$ cat src/pkg/pmc_pkg.sv
// constants shared by the pin mux and change notice block
// assumes an apb master with 32-bit data and a 20 mhz system clock
// How it works
// - input peripheral gets its own path; pin read still shows real level
// - input peripheral never touches direction; software sets direction to input
// - output peripheral supplies pin data; output latch has no effect
// - peripheral tri-state request floats the pin whatever the port settings
// - bidirectional peripheral forces output; input needs direction bit set
// - bidirectional peripheral drives data; latch ignored; pin read shows pin
// - analog use disables digital input buffers; pin read returns zero
// - analog output drives the pin regardless of direction bit
// - capture-style inputs see the output latch when pin is output
// - enabled serial peripherals own pins; port registers cannot affect them, except analog config, which still floats the pin and zeroes its input
// - scan cell bypassed in normal use; enable and data pass straight through
// - change detection only on enabled input pins, up to 22
// - compare pin with value captured at last pin read; flag mismatch
// - all pin mismatches are ored into one change request
// - enabled change pins are sampled every system clock
// - change pull-up enabled by its bit in pull-up enable register
// - change detection runs only while control bit 15 is one
// - pin read clears mismatch and captures a new reference
// - change sets the irq flag, held until software clears it
// - stop-in-idle bit 13 chooses idle synchronisation; sampling continues
package pmc_pkg;

  localparam int unsigned PIN_COUNT  = 22;
  localparam int unsigned DATA_W     = 32;
  localparam int unsigned ADDR_W     = 8;

  localparam logic [7:0] OFF_DIR     = 8'h00;
  localparam logic [7:0] OFF_PINRD   = 8'h04;
  localparam logic [7:0] OFF_LATCH   = 8'h08;
  localparam logic [7:0] OFF_ANACFG  = 8'h0c;
  localparam logic [7:0] OFF_CTRL    = 8'h10;
  localparam logic [7:0] OFF_CHGEN   = 8'h14;
  localparam logic [7:0] OFF_PULLUP  = 8'h18;
  localparam logic [7:0] OFF_IRQ     = 8'h1c;
  localparam logic [7:0] OFF_MISM    = 8'h20;

  localparam int unsigned CTRL_ON_BIT   = 15;
  localparam int unsigned CTRL_STOP_IN_IDLE_BIT = 13;

  localparam int unsigned IRQ_FLAG_BIT  = 0;
  localparam int unsigned IRQ_EN_BIT    = 1;
  localparam int unsigned IRQ_PRIO_LSB  = 2;
  localparam int unsigned IRQ_PRIO_W    = 3;
  localparam int unsigned IRQ_SUB_LSB   = 5;
  localparam int unsigned IRQ_SUB_W     = 2;

  localparam logic [PIN_COUNT-1:0] RST_DIR    = 22'h3fffff;
  localparam logic [PIN_COUNT-1:0] RST_LATCH  = 22'h000000;
  localparam logic [PIN_COUNT-1:0] RST_ANACFG = 22'h000000;
  localparam logic [PIN_COUNT-1:0] RST_CHGEN  = 22'h000000;
  localparam logic [PIN_COUNT-1:0] RST_PULLUP = 22'h000000;
  localparam logic [15:0]          RST_CTRL   = 16'h0000;
  localparam logic [2:0]           RST_PRIO   = 3'h0;
  localparam logic [1:0]           RST_SUB    = 2'h0;

  typedef enum logic [2:0]
  {
    APB_IDLE   = 3'b001,
    APB_SETUP  = 3'b010,
    APB_ACCESS = 3'b100
  } pmc_apb_e;

endpackage : pmc_pkg

$ cat src/hw/pmc_pin_cell.sv
// per-pin ownership mux between port registers and shared peripherals
// assumes pure combinational use; the caller registers every result except pinRead
`timescale 1ns/10ps
module pmc_pin_cell #(
  parameter int unsigned WIDTH = 22
) (
  input  wire logic [WIDTH-1:0] dirIn,
  input  wire logic [WIDTH-1:0] latchVal,
  input  wire logic [WIDTH-1:0] digitalCfg,
  input  wire logic [WIDTH-1:0] padLevel,
  input  wire logic [WIDTH-1:0] perOutOwn,
  input  wire logic [WIDTH-1:0] perBidirOwn,
  input  wire logic [WIDTH-1:0] perSerialOwn,
  input  wire logic [WIDTH-1:0] perAnaOutOwn,
  input  wire logic [WIDTH-1:0] perOutData,
  input  wire logic [WIDTH-1:0] perOutEn,
  input  wire logic [WIDTH-1:0] perTriState,
  output logic      [WIDTH-1:0] coreOe,
  output logic      [WIDTH-1:0] coreOut,
  output logic      [WIDTH-1:0] anaDrive,
  output logic      [WIDTH-1:0] pinRead,
  output logic      [WIDTH-1:0] perIn
);

  logic [WIDTH-1:0] analogUse;

  always_comb
  begin
    analogUse = ~digitalCfg | perAnaOutOwn;
    for (int i = 0; i < WIDTH; i++)
    begin
      coreOe[i]  = ~dirIn[i];
      coreOut[i] = latchVal[i];
      if (perSerialOwn[i])
      begin
        coreOe[i]  = perOutEn[i];
        coreOut[i] = perOutData[i];
      end
      else if (perBidirOwn[i])
      begin
        coreOe[i]  = perOutEn[i] | ~dirIn[i];
        coreOut[i] = perOutData[i];
      end
      else if (perOutOwn[i])
      begin
        coreOe[i]  = ~dirIn[i];
        coreOut[i] = perOutData[i];
      end
      if (perTriState[i] || analogUse[i])
      begin
        coreOe[i] = 1'b0;
      end
      anaDrive[i] = perAnaOutOwn[i];
      pinRead[i]  = analogUse[i] ? 1'b0 : padLevel[i];
      if (analogUse[i])
      begin
        perIn[i] = 1'b0;
      end
      else if (perSerialOwn[i])
      begin
        perIn[i] = padLevel[i];
      end
      else
      begin
        perIn[i] = coreOe[i] ? coreOut[i] : padLevel[i];
      end
    end
  end

endmodule : pmc_pin_cell

$ cat src/hw/pmc_top.sv
// shared port pins with change notice detection behind an apb slave
// assumes pads resolve the wire from padOe; pad inputs are asynchronous
`timescale 1ns/10ps
module pmc_top #(
  parameter int unsigned PINS = pmc_pkg::PIN_COUNT
) (
  input  wire logic                        sys_clk,
  input  wire logic                        rst,
  input  wire logic                        psel,
  input  wire logic                        penable,
  input  wire logic                        pwrite,
  input  wire logic [pmc_pkg::ADDR_W-1:0]  paddr,
  input  wire logic [pmc_pkg::DATA_W-1:0]  pwdata,
  output logic      [pmc_pkg::DATA_W-1:0]  prdata,
  output logic                             pready,
  output logic                             pslverr,
  input  wire logic [PINS-1:0]             padIn,
  output logic      [PINS-1:0]             padOut,
  output logic      [PINS-1:0]             padOe,
  output logic      [PINS-1:0]             padAnalogDrive,
  output logic      [PINS-1:0]             padPullupEn,
  input  wire logic [PINS-1:0]             perOutOwn,
  input  wire logic [PINS-1:0]             perBidirOwn,
  input  wire logic [PINS-1:0]             perSerialOwn,
  input  wire logic [PINS-1:0]             perAnaOutOwn,
  input  wire logic [PINS-1:0]             perOutData,
  input  wire logic [PINS-1:0]             perOutEn,
  input  wire logic [PINS-1:0]             perTriState,
  output logic      [PINS-1:0]             perIn,
  input  wire logic                        scanEnable,
  input  wire logic [PINS-1:0]             scanOe,
  input  wire logic [PINS-1:0]             scanOut,
  input  wire logic                        cpuIdle,
  output logic                             changeRequest,
  output logic                             changeIrqFlag,
  output logic                             changeIrqActive
);

  // register state
  logic [PINS-1:0]  dir_q;
  logic [PINS-1:0]  latch_q;
  logic [PINS-1:0]  anaCfg_q;
  logic [PINS-1:0]  chgEn_q;
  logic [PINS-1:0]  pullup_q;
  logic [15:0]      ctrl_q;
  logic             irqFlag_q;
  logic             irqEn_q;
  logic [2:0]       irqPrio_q;
  logic [1:0]       irqSub_q;

  // pin sampling and change detection state
  logic [PINS-1:0]  padMeta_q;
  logic [PINS-1:0]  padSync_q;
  logic [PINS-1:0]  padHeld_q;
  logic [PINS-1:0]  ref_q;
  logic [PINS-1:0]  mism_q;
  logic [PINS-1:0]  readSnap_q;

  // bus state
  pmc_pkg::pmc_apb_e apbState_q;
  logic [pmc_pkg::DATA_W-1:0] prdata_q;
  logic             pready_q;
  logic             pslverr_q;

  // registered outputs
  logic [PINS-1:0]  padOut_q;
  logic [PINS-1:0]  padOe_q;
  logic [PINS-1:0]  padAna_q;
  logic [PINS-1:0]  pullupOut_q;
  logic [PINS-1:0]  perIn_q;
  logic             changeReq_q;
  logic             irqActive_q;

  // combinational nets
  logic [PINS-1:0]  coreOe;
  logic [PINS-1:0]  coreOut;
  logic [PINS-1:0]  anaDrive;
  logic [PINS-1:0]  pinRead;
  logic [PINS-1:0]  perInComb;
  logic [PINS-1:0]  padLevel;
  logic [PINS-1:0]  mism_d;
  logic [pmc_pkg::DATA_W-1:0] readData;
  logic             setupPhase;
  logic             writeDone;
  logic             readDone;
  logic             detectOn;
  logic             anyMism;

  function automatic logic addrHit(input logic [pmc_pkg::ADDR_W-1:0] addr,
                                   input logic [7:0]                 offset);
    addrHit = (addr == offset);
  endfunction : addrHit

  function automatic logic addrMapped(input logic [pmc_pkg::ADDR_W-1:0] addr);
    addrMapped = addrHit(addr, pmc_pkg::OFF_DIR)    || addrHit(addr, pmc_pkg::OFF_PINRD)  ||
                 addrHit(addr, pmc_pkg::OFF_LATCH)  || addrHit(addr, pmc_pkg::OFF_ANACFG) ||
                 addrHit(addr, pmc_pkg::OFF_CTRL)   || addrHit(addr, pmc_pkg::OFF_CHGEN)  ||
                 addrHit(addr, pmc_pkg::OFF_PULLUP) || addrHit(addr, pmc_pkg::OFF_IRQ)    ||
                 addrHit(addr, pmc_pkg::OFF_MISM);
  endfunction : addrMapped

  function automatic logic [pmc_pkg::DATA_W-1:0] widen(input logic [PINS-1:0] v);
    widen = {{(pmc_pkg::DATA_W-PINS){1'b0}}, v};
  endfunction : widen

  assign setupPhase = psel & ~penable;
  assign writeDone  = psel & penable & pready_q & pwrite & ~pslverr_q;
  assign readDone   = psel & penable & pready_q & ~pwrite & addrHit(paddr, pmc_pkg::OFF_PINRD);
  assign detectOn   = ctrl_q[pmc_pkg::CTRL_ON_BIT];

  pmc_pin_cell #(
    .WIDTH        (PINS)
  ) pmc_pin_cell_inst (
    .dirIn        (dir_q),
    .latchVal     (latch_q),
    .digitalCfg   (anaCfg_q),
    .padLevel     (padLevel),
    .perOutOwn    (perOutOwn),
    .perBidirOwn  (perBidirOwn),
    .perSerialOwn (perSerialOwn),
    .perAnaOutOwn (perAnaOutOwn),
    .perOutData   (perOutData),
    .perOutEn     (perOutEn),
    .perTriState  (perTriState),
    .coreOe       (coreOe),
    .coreOut      (coreOut),
    .anaDrive     (anaDrive),
    .pinRead      (pinRead),
    .perIn        (perInComb)
  );

  // pad synchroniser; idle with stop-in-idle holds the synced view
  always_ff @(posedge sys_clk or posedge rst)
  begin
    if (rst)
    begin
      padMeta_q <= '0;
      padSync_q <= '0;
    end
    else
    begin
      padMeta_q <= padIn;
      padSync_q <= padMeta_q;
    end
  end

  always_ff @(posedge sys_clk or posedge rst)
  begin
    if (rst)
    begin
      padHeld_q <= '0;
    end
    else if (!(cpuIdle && ctrl_q[pmc_pkg::CTRL_STOP_IN_IDLE_BIT]))
    begin
      padHeld_q <= padSync_q;
    end
  end

  // sampling continues in idle; only the synchronised update is frozen
  assign padLevel = (cpuIdle && ctrl_q[pmc_pkg::CTRL_STOP_IN_IDLE_BIT]) ? padHeld_q : padSync_q;

  // software registers; direction resets to inputs, zero analog config means analog
  always_ff @(posedge sys_clk or posedge rst)
  begin
    if (rst)
    begin
      dir_q     <= pmc_pkg::RST_DIR;
      latch_q   <= pmc_pkg::RST_LATCH;
      anaCfg_q  <= pmc_pkg::RST_ANACFG;
      ctrl_q    <= pmc_pkg::RST_CTRL;
      chgEn_q   <= pmc_pkg::RST_CHGEN;
      pullup_q  <= pmc_pkg::RST_PULLUP;
      irqEn_q   <= 1'b0;
      irqPrio_q <= pmc_pkg::RST_PRIO;
      irqSub_q  <= pmc_pkg::RST_SUB;
    end
    else if (writeDone)
    begin
      if (addrHit(paddr, pmc_pkg::OFF_DIR))
        dir_q <= pwdata[PINS-1:0];
      if (addrHit(paddr, pmc_pkg::OFF_LATCH))
        latch_q <= pwdata[PINS-1:0];
      if (addrHit(paddr, pmc_pkg::OFF_ANACFG))
        anaCfg_q <= pwdata[PINS-1:0];
      if (addrHit(paddr, pmc_pkg::OFF_CHGEN))
        chgEn_q <= pwdata[PINS-1:0];
      if (addrHit(paddr, pmc_pkg::OFF_PULLUP))
        pullup_q <= pwdata[PINS-1:0];
      if (addrHit(paddr, pmc_pkg::OFF_CTRL))
      begin
        ctrl_q <= '0;
        ctrl_q[pmc_pkg::CTRL_ON_BIT]   <= pwdata[pmc_pkg::CTRL_ON_BIT];
        ctrl_q[pmc_pkg::CTRL_STOP_IN_IDLE_BIT] <= pwdata[pmc_pkg::CTRL_STOP_IN_IDLE_BIT];
      end
      if (addrHit(paddr, pmc_pkg::OFF_IRQ))
      begin
        irqEn_q   <= pwdata[pmc_pkg::IRQ_EN_BIT];
        irqPrio_q <= pwdata[pmc_pkg::IRQ_PRIO_LSB +: pmc_pkg::IRQ_PRIO_W];
        irqSub_q  <= pwdata[pmc_pkg::IRQ_SUB_LSB +: pmc_pkg::IRQ_SUB_W];
      end
    end
  end

  // sticky flag; writing one clears it, a pending change wins
  always_ff @(posedge sys_clk or posedge rst)
  begin
    if (rst)
    begin
      irqFlag_q <= 1'b0;
    end
    else if (anyMism)
    begin
      irqFlag_q <= 1'b1;
    end
    else if (writeDone && addrHit(paddr, pmc_pkg::OFF_IRQ) && pwdata[pmc_pkg::IRQ_FLAG_BIT])
    begin
      irqFlag_q <= 1'b0;
    end
  end

  // change detection against the reference of the last pin read
  always_comb
  begin
    mism_d = mism_q;
    if (readDone)
    begin
      mism_d = '0;
    end
    for (int i = 0; i < PINS; i++)
    begin
      if (detectOn && chgEn_q[i] && dir_q[i]
          && (pinRead[i] != (readDone ? readSnap_q[i] : ref_q[i])))
      begin
        mism_d[i] = 1'b1;
      end
    end
  end

  always_ff @(posedge sys_clk or posedge rst)
  begin
    if (rst)
    begin
      mism_q <= '0;
      ref_q  <= '0;
    end
    else
    begin
      mism_q <= mism_d;
      if (readDone)
      begin
        ref_q <= readSnap_q;
      end
    end
  end

  assign anyMism = |(mism_q & chgEn_q) & detectOn;

  // read mux
  always_comb
  begin
    readData = '0;
    unique case (1'b1)
      addrHit(paddr, pmc_pkg::OFF_DIR):    readData = widen(dir_q);
      addrHit(paddr, pmc_pkg::OFF_PINRD):  readData = widen(pinRead);
      addrHit(paddr, pmc_pkg::OFF_LATCH):  readData = widen(latch_q);
      addrHit(paddr, pmc_pkg::OFF_ANACFG): readData = widen(anaCfg_q);
      addrHit(paddr, pmc_pkg::OFF_CTRL):   readData[15:0] = ctrl_q;
      addrHit(paddr, pmc_pkg::OFF_CHGEN):  readData = widen(chgEn_q);
      addrHit(paddr, pmc_pkg::OFF_PULLUP): readData = widen(pullup_q);
      addrHit(paddr, pmc_pkg::OFF_IRQ):
      begin
        readData[pmc_pkg::IRQ_FLAG_BIT] = irqFlag_q;
        readData[pmc_pkg::IRQ_EN_BIT]   = irqEn_q;
        readData[pmc_pkg::IRQ_PRIO_LSB +: pmc_pkg::IRQ_PRIO_W] = irqPrio_q;
        readData[pmc_pkg::IRQ_SUB_LSB +: pmc_pkg::IRQ_SUB_W]   = irqSub_q;
      end
      addrHit(paddr, pmc_pkg::OFF_MISM):   readData = widen(mism_q);
      default:                             readData = '0;
    endcase
  end

  // apb slave: data latched in setup, one access cycle with pready
  always_ff @(posedge sys_clk or posedge rst)
  begin
    if (rst)
    begin
      apbState_q <= pmc_pkg::APB_IDLE;
      pready_q   <= 1'b0;
      pslverr_q  <= 1'b0;
      prdata_q   <= '0;
      readSnap_q <= '0;
    end
    else
    begin
      pready_q  <= setupPhase;
      pslverr_q <= setupPhase & ~addrMapped(paddr);
      if (setupPhase)
      begin
        apbState_q <= pmc_pkg::APB_ACCESS;
        prdata_q   <= (pwrite || !addrMapped(paddr)) ? '0 : readData;
        readSnap_q <= pinRead;
      end
      else if (psel)
      begin
        apbState_q <= pmc_pkg::APB_SETUP;
      end
      else
      begin
        apbState_q <= pmc_pkg::APB_IDLE;
        prdata_q   <= '0;
      end
    end
  end

  // pad drive through the bypassed scan cell
  always_ff @(posedge sys_clk or posedge rst)
  begin
    if (rst)
    begin
      padOut_q    <= '0;
      padOe_q     <= '0;
      padAna_q    <= '0;
      pullupOut_q <= '0;
      perIn_q     <= '0;
    end
    else
    begin
      padOut_q    <= scanEnable ? scanOut : coreOut;
      padOe_q     <= scanEnable ? scanOe  : coreOe;
      padAna_q    <= anaDrive;
      pullupOut_q <= pullup_q;
      perIn_q     <= perInComb;
    end
  end

  always_ff @(posedge sys_clk or posedge rst)
  begin
    if (rst)
    begin
      changeReq_q <= 1'b0;
      irqActive_q <= 1'b0;
    end
    else
    begin
      changeReq_q <= anyMism;
      irqActive_q <= irqFlag_q & irqEn_q & (irqPrio_q != 3'h0);
    end
  end

  assign prdata          = prdata_q;
  assign pready          = pready_q;
  assign pslverr         = pslverr_q;
  assign padOut          = padOut_q;
  assign padOe           = padOe_q;
  assign padAnalogDrive  = padAna_q;
  assign padPullupEn     = pullupOut_q;
  assign perIn           = perIn_q;
  assign changeRequest   = changeReq_q;
  assign changeIrqFlag   = irqFlag_q;
  assign changeIrqActive = irqActive_q;

endmodule : pmc_top

$ cat config.mk
export PLATFORM = sky130hd
export DESIGN_NAME = pmc_top
export DESIGN_NICKNAME = d
export VERILOG_FILES = /design/src/pkg/pmc_pkg.sv /design/src/hw/pmc_pin_cell.sv /design/src/hw/pmc_top.sv
export SDC_FILE = /design/constraint.sdc
export NUM_CORES = 1
export LEC_CHECK = 0
export BUFFER_PORTS_ARGS = -buffer_cell sky130_fd_sc_hd__buf_2
export CAP_MARGIN = 15
export CORE_ASPECT_RATIO = 1.1
export CORE_MARGIN = 3
export CORE_UTILIZATION = 54
export CTS_CLUSTER_DIAMETER = 30
export DETAILED_ROUTE_END_ITERATION = 10
export GPL_TIMING_DRIVEN = 0
export PLACE_DENSITY = 0.88
export SLEW_MARGIN = 20
export SYNTH_ARGS = -nofsm -noshare
export SYNTH_HDL_FRONTEND = slang
export SYNTH_HIERARCHICAL = 1
export SYNTH_SLANG_ARGS = --single-unit
$ cat constraint.sdc
create_clock -name sys_clk -period 14.15 [get_ports sys_clk]
set_input_delay 2.1225 -clock sys_clk [delete_from_list [all_inputs] [get_ports sys_clk]]
set_output_delay 2.1225 -clock sys_clk [all_outputs]
set_load 0.1 [all_outputs]
# Yosys cells after proc, flatten, opt, wreduce, memory -nomap -nowiden
# Cells that the tools add are included.
[totals]
out_inout_bits = 147
reg_bits = 397
[classes]
reduce_logical = 134
n_eq_ne = 31
n_bitwise = 62
n_mux = 276
[op_table]
columns = ["op", "count"]
rows = [
  ["two-way mux 1 bit", 266],
  ["two-way mux 32 bit", 3],
  ["two-way mux 22 bit", 4],
  ["case mux 9 bit (8 select lines)", 1],
  ["logical AND 1 bit", 69],
  ["case mux 7 bit (8 select lines)", 1],
  ["nonzero test 2 bit", 23],
  ["case mux 6 bit (7 select lines)", 1],
  ["== test 8 x 5 -> 1 bit (second input constant)", 4],
  ["logical OR 1 bit", 31],
  ["inverter 1 bit", 26],
  ["bitwise AND 22 bit", 1],
  ["inequality test 1 bit", 22],
  ["inverter 22 bit", 1],
  ["bitwise OR 1 bit", 22],
  ["bitwise OR 22 bit", 1],
  ["OR reduction 22 bit", 1],
  ["== test 8 x 4 -> 1 bit (second input constant)", 2],
  ["AND reduction 2 bit", 7],
  ["bitwise AND 1 bit", 11],
  ["== test 8 x 3 -> 1 bit (second input constant)", 1],
  ["== test 8 x 6 -> 1 bit (second input constant)", 1],
  ["logical NOT 8 bit", 1],
  ["nonzero test 3 bit", 1],
  ["other kinds (2)", 2],
]

# Depth between registers and ports, before layout
[depth]
depth_word = 13
ltp_mapped = 9
ltp_nobuf = 8

# Hierarchy
# The synthesis kept the hierarchy.
[by_module_without_submodules]
columns = ["mod", "seq_area_each_um2", "cells_per_inst", "area_per_inst_um2", "instances"]
rows = [
  ["pmc_top", 9711.8, 1042, 15034.4, 1],
  ["pmc_pin_cell", 0.0, 264, 1981.9, 1],
]

# Worst setup path before layout
# No wires, ideal clock.
[synth_timing]
path_kind = "input to register"
startpoint = "in paddr[5] (netlist name)"
endpoint = "reg pullup_q[0]"
path_buffers = 2
cell_stages = 6
required_ns = 14.025
t_arrival_ns = 4.067
setup_time_ns = 0.125
setup_slack_ns = 9.959
cell_sequence = "or4b_1 -> clkbuf_1 -> or4b_1 -> nor2_2 -> buf_4 -> mux2_2"
[synth_between]
elab_chain_len = 2
[synth_rtl]
columns = ["element", "line", "rtl"]
rows = [
  ["start: declaration", "pmc_top.sv:12", "input wire logic [pmc_pkg::ADDR_W-1:0] paddr,"],
  ["== test 8 x 5 -> 1 bit", "pmc_top.sv:91", "addrHit = (addr == offset);"],
  ["AND reduction 2 bit (no line)", "n/a", ""],
  ["end signal: assignment", "pmc_top.sv:172", "pullup_q <= pmc_pkg::RST_PULLUP;"],
  ["end signal: assignment", "pmc_top.sv:188", "pullup_q <= pwdata[PINS-1:0];"],
  ["end: declaration", "pmc_top.sv:44", "logic [PINS-1:0] pullup_q;"],
]
# Every way passes these cells.
# A chain may end at the register's enable or synchronous reset.

# Worst setup path in the final report
[layout_timing]
startpoint = "in paddr[5] (netlist name)"
endpoint = "reg anaCfg_q[8]"
[layout_between]
elab_chain_len = 2
[layout_rtl]
columns = ["element", "line", "rtl"]
rows = [
  ["== test 8 x 4 -> 1 bit", "pmc_top.sv:91", ""],
  ["AND reduction 2 bit (no line)", "n/a", ""],
  ["end signal: assignment", "pmc_top.sv:169", "anaCfg_q <= pmc_pkg::RST_ANACFG;"],
  ["end signal: assignment", "pmc_top.sv:184", "anaCfg_q <= pwdata[PINS-1:0];"],
  ["end: declaration", "pmc_top.sv:42", "logic [PINS-1:0] anaCfg_q;"],
]
# Every way passes these cells.

==> impl_metrics.json <==
{
  "status": "finished, final reports clean",
  "cts_max_path_buffers": 3,
  "viasPerCell": 5.83,
  "core_um2": 30800,
  "insertion_delay_ns": 0.59,
  "synth-warning-count": 6,
  "cts_hold_buf": 0,
  "power_density_nw_per_um2": 143,
  "reg2reg_depth": 9,
  "yosysSeqAreaShare_pct": 57.1,
  "syn_inst": 1306,
  "power_frac_comb_pct": 8.5,
  "cts_resized": 0,
  "synth_area_leaders": "dfrtp_1 (54%), mux2_2 (14%), dfstp_2 (3.4%), mux2_4 (3.4%), mux2i_1 (3.2%)",
  "cp_max_fo": 10,
  "max_freq_ghz": 0.226,
  "fill_cells": 2036,
  "area_growth_pct": 30.4,
  "min_path_type": "register to register",
  "post_synth.cell_area_avg_um2": 13.0,
  "cp_slowest_cell": "or4_1",
  "yosysMostFrequentCell": "dfrtp_1",
  "routedWlPerCell_um": 23.1,
  "p_leak_nw": 10.9,
  "drc": 0,
  "r2r_end": "prdata[17]",
  "cts.sinks": 387,
  "startpoint": "paddr[5]",
  "gp_congestion": 0.916,
  "yosysTopAreaCell": "dfrtp_1",
  "detail-route-antenna-nets": 0,
  "setup_ws_ns": 9.72,
  "synth_common_cells": "dfrtp_1 (365), mux2_2 (209), o21ai_0 (86)",
  "hpwl_um": 35900,
  "peakVddDrop_uv": 94.9,
  "fin_tns_setup_ns": 0,
  "post_cts_buffers": 0,
  "initial_core_util_pct": 55.3,
  "numCtsBuffers": 74,
  "grt_pass1_vias": 13773,
  "drv_cap": 0,
  "worst_pin_slew_ns": 1.12,
  "synthFlopType": "dfrtp_1",
  "synth_top_area_share_pct": 53.7,
  "relSlewSlack_pct": 25.5,
  "first_iter_violations": 833,
  "port-buffer-count": 390,
  "cpPeakStageDelay_ns": 0.63,
  "root_buffer": "clkbuf_16",
  "grt_pass1_wl_um": 78200,
  "clk_pin_slew_ns": 0.05,
  "clock_skew_ns": 0.0269,
  "fin_crit_sh_pct": 31.3,
  "rows": 67,
  "die_h_um": 192,
  "fin_crit_ns": 4.43,
  "p_sw_share_pct": 26.2,
  "end_kind": "register",
  "p_seq_share_pct": 35.9,
  "worstSetupPathType": "primary input to register",
  "p_int_mw": 2.34,
  "io_pins": 414,
  "finalPower_mw": 3.17,
  "grt_use_total_pct": 30.4,
  "hold_violations": 0,
  "drive_gt1_share_pct": 45.9,
  "p_switching_uw": 831,
  "synth_area_um2": 17000,
  "nNetsFinal": 2051,
  "finalSetupViolations": 0,
  "synth_seq_cells": 387,
  "antenna_found_initial": 3,
  "crit_end": "anaCfg_q[8]",
  "wl_um": 52200,
  "cp.arrival_ns": 4.88,
  "grt_max_degree": 112,
  "overflow": 0,
  "fp.dieW_um": 175,
  "path_cells": "buf_2, or4_1, nor4b_1, nand3_1, buf_1, mux2_2",
  "dieArea_um2": 33700,
  "clkPwrFrac_pct": 55.6,
  "synth_edf_count": 0,
  "rsz0062_at_grt": "no",
  "r2r_slack_ns": 11.18,
  "ys_types": 53,
  "start_kind": "primary input",
  "dr.pass1.iters": 5,
  "whs_ns": 0.341,
  "required_ns": 14.60,
  "vias": 13167,
  "cts_tree": "yes",
  "htreeDepth": 3,
  "place_ws_ns": 9.33,
  "finalMaxSlewViolations": 0,
  "worstReg2RegStart": "ctrl_q[13]",
  "async_flop_share_pct": 100
}
[cells in the final DEF, fill, tap and decap left out, types with 11 or more instances in the layout]
cell type	count
a21boi_0	22
dfrtp_1	365
mux2i_1	54
clkbuf_1	33
nor2_1	13
mux2_4	38
nor2b_1	26
or2_1	22
o21ai_1	16
clkinv_4	11
o22ai_1	20
o21ai_0	86
nand3_1	32
a22oi_1	21
buf_4	37
xnor2_1	22
mux2_2	209
buf_2	395
clkinvlp_4	12
buf_1	12
nand2_1	72
o21bai_1	22
and3b_1	22
dfstp_2	22
and2_1	24
nor3_1	27
clkbuf_16	74
o311a_1	23
[metal layers]
metal,global-route usage [%],share of wire (%),vias to the layer above
li1,-,-,5687
met2,53.6,51,682
met3,7.04,8.1,144
met4,12.3,3.8,4
met1,36.1,37,6650
met5,0,0.065,-
[cell type report]
cell class	count	area, um2	area share, %
multi-input combinational	842	6850	30.9
sequential	387	9710	43.8
buffer	83	479	2.16
timing repair buffer	393	2030	9.17
antenna	1	2.50	0.0113
clock buffer	89	1990	8.96
tap	414	518	2.34
clock inverter	48	576	2.59
inverter	3	18.8	0.0846
[critical path: cells and delay by family]
| kind | cells | cell delay, ns |
|---|---|---|
| buffers and inverters | 2 | 0.68 |
| muxes | 1 | 0.43 |
| and+or+nand+nor | 3 | 1.63 |
[kinds of logic (layout without fill, tap and decap cells)]
logic type,after synthesis,after routing,synth area share [%]
flip-flops,387,387,57.1
other,1,11,0.0220
AO/OA/AOI/OAI,239,239,9.20
AND/OR/NAND/NOR,258,258,8.29
XOR/XNOR,23,23,1.18
buffers and inverters,86,616,2.88
multiplexers,312,312,21.4
[through the flow]
step | cell area, um2 | utilization, % | std cells
after floorplan | 17100 | - | 1315
after global placement | 19500 | 63.4 | 2119
after detailed placement | 19600 | 63.7 | 2122
after CTS | 22200 | 72.1 | 2259
after global routing | 22200 | 72.1 | 2260
final | 22200 | 72.1 | 2260
[power by group through the flow]
stage | clock network (mW) | registers (mW) | logic (mW)
final | 1.77 | 1.14 | 0.269
after global routing | 1.84 | 1.14 | 0.283
after CTS | 1.78 | 1.14 | 0.269
after detailed placement | 0 | 1.16 | 0.267
after global placement | 0 | 1.16 | 0.259
after floorplan | 0 | 1.25 | 0.0880
[how the worst min path moves through the flow]
stage | start | to | cells past startpoint
after detailed placement | padMeta_q[21] | padSync_q[21] | 0
after global placement | padMeta_q[1] | padSync_q[1] | 0
final | padMeta_q[12] | padSync_q[12] | 0
after floorplan | padMeta_q[0] | padSync_q[0] | 0
after CTS | padMeta_q[12] | padSync_q[12] | 0
after global routing | padMeta_q[12] | padSync_q[12] | 0
(Power assumes the default switching activity.)
